==> src/dts_pkg.sv <==
// constants, types and register map of the data trace sampler
package dts_pkg;
    // trace memory shape
    localparam int DEPTH = 16;
    localparam int PTR_W = 4;
    localparam int BITS_N = 12;
    localparam int WORDS_N = 3;
    localparam int WORD_W = 16;
    localparam int ENTRY_W = BITS_N + WORDS_N * WORD_W;
    localparam int DLY_W = 8;
    localparam int EV_W = 3;

    // register byte offsets
    localparam logic [7:0] OFF_CTRL = 8'h00;
    localparam logic [7:0] OFF_STAT = 8'h04;
    localparam logic [7:0] OFF_DLY = 8'h08;
    localparam logic [7:0] OFF_INTV = 8'h0c;
    localparam logic [7:0] OFF_SEL = 8'h10;
    localparam logic [7:0] OFF_IDX = 8'h14;
    localparam logic [7:0] OFF_RBITS = 8'h18;
    localparam logic [7:0] OFF_RW0 = 8'h1c;
    localparam logic [7:0] OFF_RW1 = 8'h20;
    localparam logic [7:0] OFF_RW2 = 8'h24;
    localparam logic [7:0] OFF_ISTAT = 8'h28;
    localparam logic [7:0] OFF_IEN = 8'h2c;
    localparam logic [7:0] OFF_ICLR = 8'h30;

    // control and select register fields
    localparam int CTRL_SAMP = 0;
    localparam int CTRL_TRACE = 1;
    localparam int CTRL_MODE = 2;
    localparam int SEL_WORDS = 16;

    // interrupt event positions
    localparam int EV_TRIG = 0;
    localparam int EV_DONE = 1;
    localparam int EV_DERR = 2;

    // values after reset
    localparam logic [DLY_W-1:0] DLY_RST = 8'h00;
    localparam logic [15:0] INTV_RST = 16'h000a;
    localparam logic [BITS_N-1:0] BMASK_RST = 12'hfff;
    localparam logic [WORDS_N-1:0] WMASK_RST = 3'h7;

    // interval timer unit of one microsecond
    localparam int CLK_NS = 25;
    localparam int UNIT_NS = 1000;
    localparam int UNIT_CYC = (UNIT_NS / CLK_NS) > 0 ? (UNIT_NS / CLK_NS) : 1;
    localparam int PRE_W = 6;

    typedef logic [PTR_W-1:0] dts_ptr_t;
    localparam dts_ptr_t LAST_PTR = dts_ptr_t'(DEPTH - 1);

    typedef enum logic [1:0] {
        DTS_IDLE = 2'b00,
        DTS_PRE = 2'b01,
        DTS_TRACE = 2'b10,
        DTS_DONE = 2'b11
    } dts_phase_e;
endpackage : dts_pkg

==> src/dts_interval_timer.sv <==
// fixed interval tick generator for timer triggered sampling
`timescale 1ns/10ps
module dts_interval_timer (
    // clock and reset
    input wire logic pclk,
    input wire logic presetn,
    // control
    input wire logic run,
    input wire logic [15:0] interval,
    // one cycle tick
    output logic tick
);
    logic [dts_pkg::PRE_W-1:0] pre;
    logic [15:0] cnt;
    wire unit = (pre == dts_pkg::PRE_W'(dts_pkg::UNIT_CYC - 1));
    // zero interval behaves as one unit, never a stuck timer
    wire last = (cnt + 16'h0001 >= interval);

    always_ff @(posedge pclk or negedge presetn) begin
        if (!presetn) begin
            pre <= '0;
            cnt <= 16'h0000;
            tick <= 1'b0;
        end else if (!run) begin
            pre <= '0;
            cnt <= 16'h0000;
            tick <= 1'b0;
        end else begin
            tick <= unit & last;
            pre <= unit ? '0 : pre + 1'b1;
            if (unit) begin
                cnt <= last ? 16'h0000 : cnt + 16'h0001;
            end
        end
    end
endmodule : dts_interval_timer

==> src/dts_sampler.sv <==
// data trace sampler: capture, circular trace memory, apb registers
//
// The implementer's own choices: the address map and register access over APB.
`timescale 1ns/10ps
module dts_sampler (
    // apb slave
    input wire logic pclk,
    input wire logic presetn,
    input wire logic psel,
    input wire logic penable,
    input wire logic pwrite,
    input wire logic [31:0] paddr,
    input wire logic [31:0] pwdata,
    output logic [31:0] prdata,
    output logic pready,
    output logic pslverr,
    // program events from the cpu
    input wire logic marker_exec,
    input wire logic jump_skip,
    input wire logic end_exec,
    input wire logic marker_present,
    input wire logic prog_trace_start,
    // traced data
    input wire logic [dts_pkg::BITS_N-1:0] probe_bits,
    input wire logic [dts_pkg::WORD_W-1:0] probe_word0,
    input wire logic [dts_pkg::WORD_W-1:0] probe_word1,
    input wire logic [dts_pkg::WORD_W-1:0] probe_word2,
    // flags and interrupt
    output logic sampling_flag,
    output logic trace_start_flag,
    output logic tracing_flag,
    output logic complete_flag,
    output logic irq
);
    function automatic logic hit(input logic [31:0] a, input logic [7:0] off);
        hit = (a[31:8] == 24'h000000) && (a[7:0] == off);
    endfunction : hit

    function automatic dts_pkg::dts_ptr_t ptr_inc(input dts_pkg::dts_ptr_t p);
        ptr_inc = (p == dts_pkg::LAST_PTR) ? '0 : p + 1'b1;
    endfunction : ptr_inc

    // software registers
    logic ctrl_samp;
    logic ctrl_trace;
    logic ctrl_mode;
    logic [dts_pkg::DLY_W-1:0] delay_r;
    logic [15:0] intv;
    logic [dts_pkg::BITS_N-1:0] bit_mask;
    logic [dts_pkg::WORDS_N-1:0] word_mask;
    dts_pkg::dts_ptr_t rd_idx;
    logic [dts_pkg::EV_W-1:0] int_stat;
    logic [dts_pkg::EV_W-1:0] int_en;

    // trace state
    dts_pkg::dts_phase_e phase;
    dts_pkg::dts_phase_e next_phase;
    dts_pkg::dts_ptr_t wr_ptr;
    dts_pkg::dts_ptr_t start_mark;
    dts_pkg::dts_ptr_t taken;
    logic [8:0] remain;
    logic ts_q;
    logic tick;
    logic [dts_pkg::ENTRY_W-1:0] mem [dts_pkg::DEPTH];

    // apb decode
    wire setup = psel & ~penable;
    wire wr = psel & penable & pwrite;
    wire w_ctrl = wr & hit(paddr, dts_pkg::OFF_CTRL);
    wire w_dly = wr & hit(paddr, dts_pkg::OFF_DLY);
    wire w_intv = wr & hit(paddr, dts_pkg::OFF_INTV);
    wire w_sel = wr & hit(paddr, dts_pkg::OFF_SEL);
    wire w_idx = wr & hit(paddr, dts_pkg::OFF_IDX);
    wire w_ien = wr & hit(paddr, dts_pkg::OFF_IEN);
    wire w_iclr = wr & hit(paddr, dts_pkg::OFF_ICLR);
    wire mapped = (paddr[31:8] == 24'h000000) && (paddr[1:0] == 2'b00)
        && (paddr[7:0] <= dts_pkg::OFF_ICLR);

    // sample capture with per-bit and per-word selection
    logic [dts_pkg::WORD_W-1:0] pw [dts_pkg::WORDS_N];
    logic [dts_pkg::ENTRY_W-1:0] entry;
    assign pw[0] = probe_word0;
    assign pw[1] = probe_word1;
    assign pw[2] = probe_word2;
    assign entry[dts_pkg::BITS_N-1:0] = probe_bits & bit_mask;
    genvar g;
    generate
        for (g = 0; g < dts_pkg::WORDS_N; g++) begin : g_word
            assign entry[dts_pkg::BITS_N + g*dts_pkg::WORD_W +: dts_pkg::WORD_W] =
                word_mask[g] ? pw[g] : '0;
        end
    endgenerate

    // sample triggers
    wire recording = (phase == dts_pkg::DTS_PRE) || (phase == dts_pkg::DTS_TRACE);
    wire prog_marker = marker_exec & ~jump_skip;
    wire prog_end = end_exec & ~marker_present;
    wire prog_src = marker_present ? prog_marker : prog_end;
    wire fire = recording & (ctrl_mode ? tick : prog_src);

    dts_interval_timer u_timer (
        .pclk(pclk),
        .presetn(presetn),
        .run(recording & ctrl_mode),
        .interval(intv),
        .tick(tick)
    );

    // trace start from software or from the program
    wire ts = ctrl_trace | prog_trace_start;
    wire trig = ts & ~ts_q & (phase == dts_pkg::DTS_PRE);

    // signed delay placement of the start marker
    wire dneg = delay_r[dts_pkg::DLY_W-1];
    wire [7:0] dmag = dneg ? 8'h00 - delay_r : delay_r;
    // too deep a negative delay is clipped to the history held
    wire neg_over = dneg && (dmag > {4'h0, taken});
    wire [3:0] neg_eff = neg_over ? taken : dmag[3:0];
    wire [3:0] mark_init = dneg ? wr_ptr - neg_eff : wr_ptr + dmag[3:0];
    wire [8:0] rem_init = dneg ? 9'(dts_pkg::DEPTH) - {5'h00, neg_eff}
        : 9'(dts_pkg::DEPTH) + {1'b0, dmag};
    wire [8:0] rem_base = (phase == dts_pkg::DTS_PRE) ? rem_init : remain;
    wire tracing_now = trig || (phase == dts_pkg::DTS_TRACE);
    wire done_now = fire && tracing_now && (rem_base == 9'h001);

    always_comb begin
        next_phase = phase;
        case (phase)
            dts_pkg::DTS_IDLE: begin
                if (ctrl_samp) next_phase = dts_pkg::DTS_PRE;
            end
            dts_pkg::DTS_PRE: begin
                if (!ctrl_samp) next_phase = dts_pkg::DTS_IDLE;
                else if (trig) next_phase = done_now ? dts_pkg::DTS_DONE : dts_pkg::DTS_TRACE;
            end
            dts_pkg::DTS_TRACE: begin
                if (!ctrl_samp) next_phase = dts_pkg::DTS_IDLE;
                else if (done_now) next_phase = dts_pkg::DTS_DONE;
            end
            dts_pkg::DTS_DONE: begin
                if (!ctrl_samp) next_phase = dts_pkg::DTS_IDLE;
            end
            default: next_phase = dts_pkg::DTS_IDLE;
        endcase
    end

    always_ff @(posedge pclk or negedge presetn) begin
        if (!presetn) begin
            phase <= dts_pkg::DTS_IDLE;
            ts_q <= 1'b0;
        end else begin
            phase <= next_phase;
            ts_q <= ts;
        end
    end

    always_ff @(posedge pclk or negedge presetn) begin
        if (!presetn) begin
            wr_ptr <= '0;
            taken <= '0;
        end else if (phase == dts_pkg::DTS_IDLE) begin
            wr_ptr <= '0;
            taken <= '0;
        end else if (fire) begin
            wr_ptr <= ptr_inc(wr_ptr);
            if (taken != dts_pkg::LAST_PTR) taken <= taken + 1'b1;
        end
    end

    always_ff @(posedge pclk or negedge presetn) begin
        if (!presetn) begin
            start_mark <= '0;
            remain <= 9'h000;
        end else begin
            if (trig) start_mark <= mark_init;
            if (tracing_now) remain <= rem_base - {8'h00, fire};
        end
    end

    // storage needs no reset; readback before any write is undefined
    always_ff @(posedge pclk) begin
        if (fire) mem[wr_ptr] <= entry;
    end

    // register file
    always_ff @(posedge pclk or negedge presetn) begin
        if (!presetn) begin
            ctrl_samp <= 1'b0;
            ctrl_trace <= 1'b0;
            ctrl_mode <= 1'b0;
            delay_r <= dts_pkg::DLY_RST;
            intv <= dts_pkg::INTV_RST;
            bit_mask <= dts_pkg::BMASK_RST;
            word_mask <= dts_pkg::WMASK_RST;
            rd_idx <= '0;
            int_en <= '0;
        end else begin
            if (w_ctrl) begin
                ctrl_samp <= pwdata[dts_pkg::CTRL_SAMP];
                ctrl_trace <= pwdata[dts_pkg::CTRL_TRACE];
                ctrl_mode <= pwdata[dts_pkg::CTRL_MODE];
            end
            if (w_dly) delay_r <= pwdata[dts_pkg::DLY_W-1:0];
            if (w_intv) intv <= pwdata[15:0];
            if (w_sel) begin
                bit_mask <= pwdata[dts_pkg::BITS_N-1:0];
                word_mask <= pwdata[dts_pkg::SEL_WORDS +: dts_pkg::WORDS_N];
            end
            if (w_idx) rd_idx <= pwdata[dts_pkg::PTR_W-1:0];
            if (w_ien) int_en <= pwdata[dts_pkg::EV_W-1:0];
        end
    end

    // sticky events: a new event wins over a clear in the same cycle
    logic [dts_pkg::EV_W-1:0] ev;
    assign ev[dts_pkg::EV_TRIG] = trig;
    assign ev[dts_pkg::EV_DONE] = (next_phase == dts_pkg::DTS_DONE) && (phase != dts_pkg::DTS_DONE);
    assign ev[dts_pkg::EV_DERR] = trig & neg_over;
    wire [dts_pkg::EV_W-1:0] clr = w_iclr ? pwdata[dts_pkg::EV_W-1:0] : '0;

    always_ff @(posedge pclk or negedge presetn) begin
        if (!presetn) int_stat <= '0;
        else int_stat <= (int_stat & ~clr) | ev;
    end

    // read mux
    wire [dts_pkg::ENTRY_W-1:0] rd_ent = mem[rd_idx];
    wire [31:0] ctrl_word = {29'h0, ctrl_mode, ctrl_trace, ctrl_samp};
    wire [31:0] stat_word = {4'h0, taken, 4'h0, wr_ptr, 4'h0, start_mark,
        4'h0, ts, ctrl_samp, tracing_flag, complete_flag};
    wire [31:0] rd_word =
        hit(paddr, dts_pkg::OFF_CTRL) ? ctrl_word :
        hit(paddr, dts_pkg::OFF_STAT) ? stat_word :
        hit(paddr, dts_pkg::OFF_DLY) ? {24'h0, delay_r} :
        hit(paddr, dts_pkg::OFF_INTV) ? {16'h0, intv} :
        hit(paddr, dts_pkg::OFF_SEL) ? {13'h0, word_mask, 4'h0, bit_mask} :
        hit(paddr, dts_pkg::OFF_IDX) ? {28'h0, rd_idx} :
        hit(paddr, dts_pkg::OFF_RBITS) ? {20'h0, rd_ent[11:0]} :
        hit(paddr, dts_pkg::OFF_RW0) ? {16'h0, rd_ent[27:12]} :
        hit(paddr, dts_pkg::OFF_RW1) ? {16'h0, rd_ent[43:28]} :
        hit(paddr, dts_pkg::OFF_RW2) ? {16'h0, rd_ent[59:44]} :
        hit(paddr, dts_pkg::OFF_ISTAT) ? {29'h0, int_stat} :
        hit(paddr, dts_pkg::OFF_IEN) ? {29'h0, int_en} : 32'h0;

    // data is latched in setup so the access phase needs no wait state
    always_ff @(posedge pclk or negedge presetn) begin
        if (!presetn) begin
            prdata <= 32'h0;
            pslverr <= 1'b0;
        end else if (setup) begin
            prdata <= pwrite ? 32'h0 : rd_word;
            pslverr <= ~mapped;
        end
    end

    assign pready = psel & penable;
    assign sampling_flag = ctrl_samp;
    assign trace_start_flag = ts;
    assign tracing_flag = (phase == dts_pkg::DTS_TRACE);
    assign complete_flag = (phase == dts_pkg::DTS_DONE);
    assign irq = |(int_stat & int_en);
endmodule : dts_sampler

==> config.mk <==
export PLATFORM = sky130hd
export DESIGN_NAME = dts_sampler
export DESIGN_NICKNAME = d
export VERILOG_FILES = /design/src/dts_pkg.sv /design/src/dts_interval_timer.sv /design/src/dts_sampler.sv
export SDC_FILE = /design/constraint.sdc
export NUM_CORES = 1
export LEC_CHECK = 0
export ABC_CLOCK_PERIOD_IN_PS = 6850
export BUFFER_PORTS_ARGS = -buffer_cell sky130_fd_sc_hd__buf_4
export CAP_MARGIN = 20
export CORE_MARGIN = 3
export CORE_UTILIZATION = 62
export CTS_CLUSTER_DIAMETER = 40
export DETAILED_ROUTE_END_ITERATION = 8
export PLACE_DENSITY = 0.8
export SYNTH_ARGS = -nofsm -noshare
export SYNTH_HDL_FRONTEND = slang
export SYNTH_SLANG_ARGS = --single-unit
==> constraint.sdc <==
create_clock -name pclk -period 6.85 [get_ports pclk]
set_clock_uncertainty 0.15 [all_clocks]
set_input_delay 0.3425 -clock pclk [delete_from_list [all_inputs] [get_ports pclk]]
set_output_delay 0.3425 -clock pclk [all_outputs]
set_load 0.1 [all_outputs]
==> flow_summary.toml <==
[status]
status = "finished, final reports clean"

[clock_tree]
cts-root-buf = "clkbuf_16"
cts_htree_levels = 4
clock_sinks = 1084
clock_tree.buffer_depth = 3
clk_latency_ns = 0.70
cts_resized = 0
cts_made_buffers = 130
clkTransAtPathRegs_ns = 0.06
cts_tree = "built"

[critical_path]
cp_num_buf_inv = 3
startpoint = "delay_r[0]$_DFFE_PN0P_"
cpLargestDelayFamily = "compound AO/OA/AOI/OAI gates"
arrival_ns = 6.20
startpoint_type = "flip-flop"
path_cells = "inv_1 -> ha_1 -> nand2b_1 -> xor2_1 -> inv_1 -> ha_1 -> and3_1 -> a32o_1 -> a31oi_1 -> o21ai_1 -> mux2_2 -> inv_1 -> ha_1 -> or3_1 -> a22oi_1 -> nor3_2 -> a31oi_4 -> or4_4 -> a211oi_2 -> a32o_1"
max_stage_delay_ns = 0.58
path_class = "reg -> reg"
crit_path_end_kind = "flip-flop"
crit_fanout = 9
cp_slowest_cell = "or4_4"
worst_ep_required_time_ns = 7.31
r2r_start = "delay_r[0]$_DFFE_PN0P_"

[pwr]
p_int_mw = 11.4
total_power_mw = 14.2
net-switching-power_mw = 2.82
irDropWorstVdd_mv = 0.231
swShare_pct = 19.9
comb_power_share_pct = 1.0
p_leak_nw = 19.6
sequentialPowerShare_pct = 49.9
power_per_cell_area_nw_per_um2 = 278
p_clk_share_pct = 49.0

[logic_synthesis]
ys_top_cells_by_count = "edfxtp_1, mux4_2, dfrtp_1"
synth_edf_count = 960
synth_area_leaders = "edfxtp_1, mux4_2, dfrtp_1"
ys_seq_elements = 1084
synthMuxAreaShare_pct = 16.7
ys.warnings.count = 0
ys_types = 81
netlist_area_um2 = 44200
synth_top_area_share_pct = 65.2
synth_flop_cell = "edfxtp_1"
ys_seq_area_share_pct = 72.3
netlist_instances = 2238
synth_most_common_cell = "edfxtp_1"
postSynthAreaPerCell_um2 = 19.8
synth_top_family_by_area = "multiplexers"
synth_fa_ha_area_share_pct = 1.23
synth_xor_xnor_area_share_pct = 0.693
yosys.area_share.simple_pct = 4.14
synth-compound-area-share_pct = 3.44
async_flop_share_pct = 11.4
synth_area_leader_cell = "edfxtp_1"

[sta]
setup_viol = 0
tightest_slew_ns = 1.07
hold_viol = 0
relSlewSlack_pct = 28.6
fmax_mhz = 174
setup_tns_ns = 0
fin_crit_sh_pct = 83.7
finalWorstSetupSlack_ns = 1.12
period_needed_ns = 5.73
rsz0062_at_grt = "no"
slew_violations = 0

[min_path]
hold_class = "in -> reg"
hp-start = "paddr[0]"

[routing]
post-route-drc-count = 0
dr_wl_met2_um = 59900
highest_layer = "met5"
ant_nets = 0
wl_per_cell_um = 33.9
vias = 24524
dr.pass1.iters = 8
dr_wl_met3_um = 13100
wl_met1_um = 41000
vias_per_cell = 6.95
drt_iter0_drc = 3327
wl_um = 120000

[place]
place_congestion = 0.914
post-place-ws_ns = 1.15
dp.final_hpwl_um = 62500
place_area_um2 = 46500
numPortBuffers = 151

[global_route]
track_usage_pct = 33.2
first_global_vias = 25642
grt_max_degree = 79
grt_pass1_wl_um = 176000
grt_antenna_before_repair = 6
overflow = 0

[final_layout]
drive_gt1_share_pct = 31.5
nNetsFinal = 2656
final_area_um2 = 51200
syn_to_final_growth_pct = 15.8
multi_input_area_um2 = 11700
regArea_um2 = 32000
fillerInstances = 3831

[die]
die_x_um = 273
die_y_um = 273
io_pins = 173
die-area_um2 = 74600
rows = 97
core_area_um2 = 70400
initial_core_util_pct = 62.8

[job]
max_cap_viol_count = 0
## repair_timing
| action | in CTS | in global routing |
|---|---|---|
| hold buffers | 26 | 0 |
| endpoints found under the hold margin | 113 | 0 |
| buffers inserted | 0 | 0 |
## cells in the final DEF (no fill, tap or decap), drive strengths merged, types with 28 or more instances in the layout
| master | netlist | routed |
|---|---|---|
| edfxtp | 960 | 960 |
| mux4 | 300 | 300 |
| buf | 52 | 195 |
| clkbuf | 67 | 157 |
| dfrtp | 107 | 107 |
| nand2 | 86 | 86 |
| and2 | 72 | 72 |
| inv | 47 | 60 |
| nor2 | 59 | 59 |
| mux2 | 52 | 52 |
| ha | 42 | 42 |
| clkinv | 0 | 40 |
| o21ai | 34 | 34 |
| a21oi | 30 | 30 |
| nand3 | 28 | 28 |
## path summary, 6_finish.rpt
path / end / cells after the start / slack, ns
min in group asynchronous: pslverr$_DFFE_PN0P_ / 2 / 0.17
worst max register to register: int_stat[1]$_DFF_PN0_ / 20 / 1.12
worst max-delay path: int_stat[1]$_DFF_PN0_ / 20 / 1.12
max in group asynchronous: u_timer.cnt[2]$_DFFE_PN0P_ / 3 / 5.10
worst min-delay path: prdata[1]$_DFFE_PN0P_ / 5 / 0.11
worst min register to register: u_timer.pre[0]$_DFF_PN0_ / 1 / 0.33
## per-layer routing
metal	GRT usage, %	vias up
met3	8.24	389
met2	53.7	1827
met4	15.9	8
li1	-	9681
met5	0	-
met1	43.1	12619
## stage by stage
stage / hold WS [ns] / utilization [%] / std cells
after CTS: 0.0782 / 72.7 / 3524
after detailed placement: 0.327 / 66.1 / 3261
after global routing: 0.138 / 72.7 / 3524
after global placement: 0.308 / 66.1 / 3261
final: 0.115 / 72.7 / 3530
after floorplan: -0.103 / - / 2245
## area by class of cell
class | instances | share of cell area (%)
clock buffers | 157 | 6.96
inverters | 47 | 0.345
repair buffers | 221 | 3.49
clock inverters | 80 | 1.62
multi-input cells | 995 | 22.8
well taps | 940 | 2.30
flip-flops and latches | 1084 | 62.4
diodes | 6 | 0.0293
## tightest hold or removal path, cell delays in order
cell and delay, ns:
buf_4 0.08, nor2_1 0.05, a22oi_1 0.17, o2111a_1 0.21
o31ai_1 0.07
## flip-flops by register name, indices dropped and copies added, names as in the netlist, 2 cells and up
name         flops
word_mask        3
phase            2
remain           9
start_mark       4
u_timer.pre      6
int_stat         3
u_timer.cnt     16
int_en           3
mem            960
bit_mask        12
delay_r          8
wr_ptr           4
intv            16
rd_idx           4
taken            4
prdata          24
## power groups by stage
stage | clock [mW] | combinational, mW | sequential (mW)
floorplan | 0 | 0.0407 | 7.24
global placement | 0 | 0.135 | 7.23
detailed placement | 0 | 0.136 | 7.23
CTS | 7.02 | 0.148 | 7.10
global route | 7.28 | 0.156 | 7.09
finish | 6.96 | 0.149 | 7.10
## cell families after synthesis
family | Yosys count
flops | 1084
simple gates | 347
xor+xnor | 35
mux | 355
fa+ha+maj | 43
other cells | 1
buf+inv | 166
compound gates | 207
No activity file was read; power rests on OpenSTA's default activity.
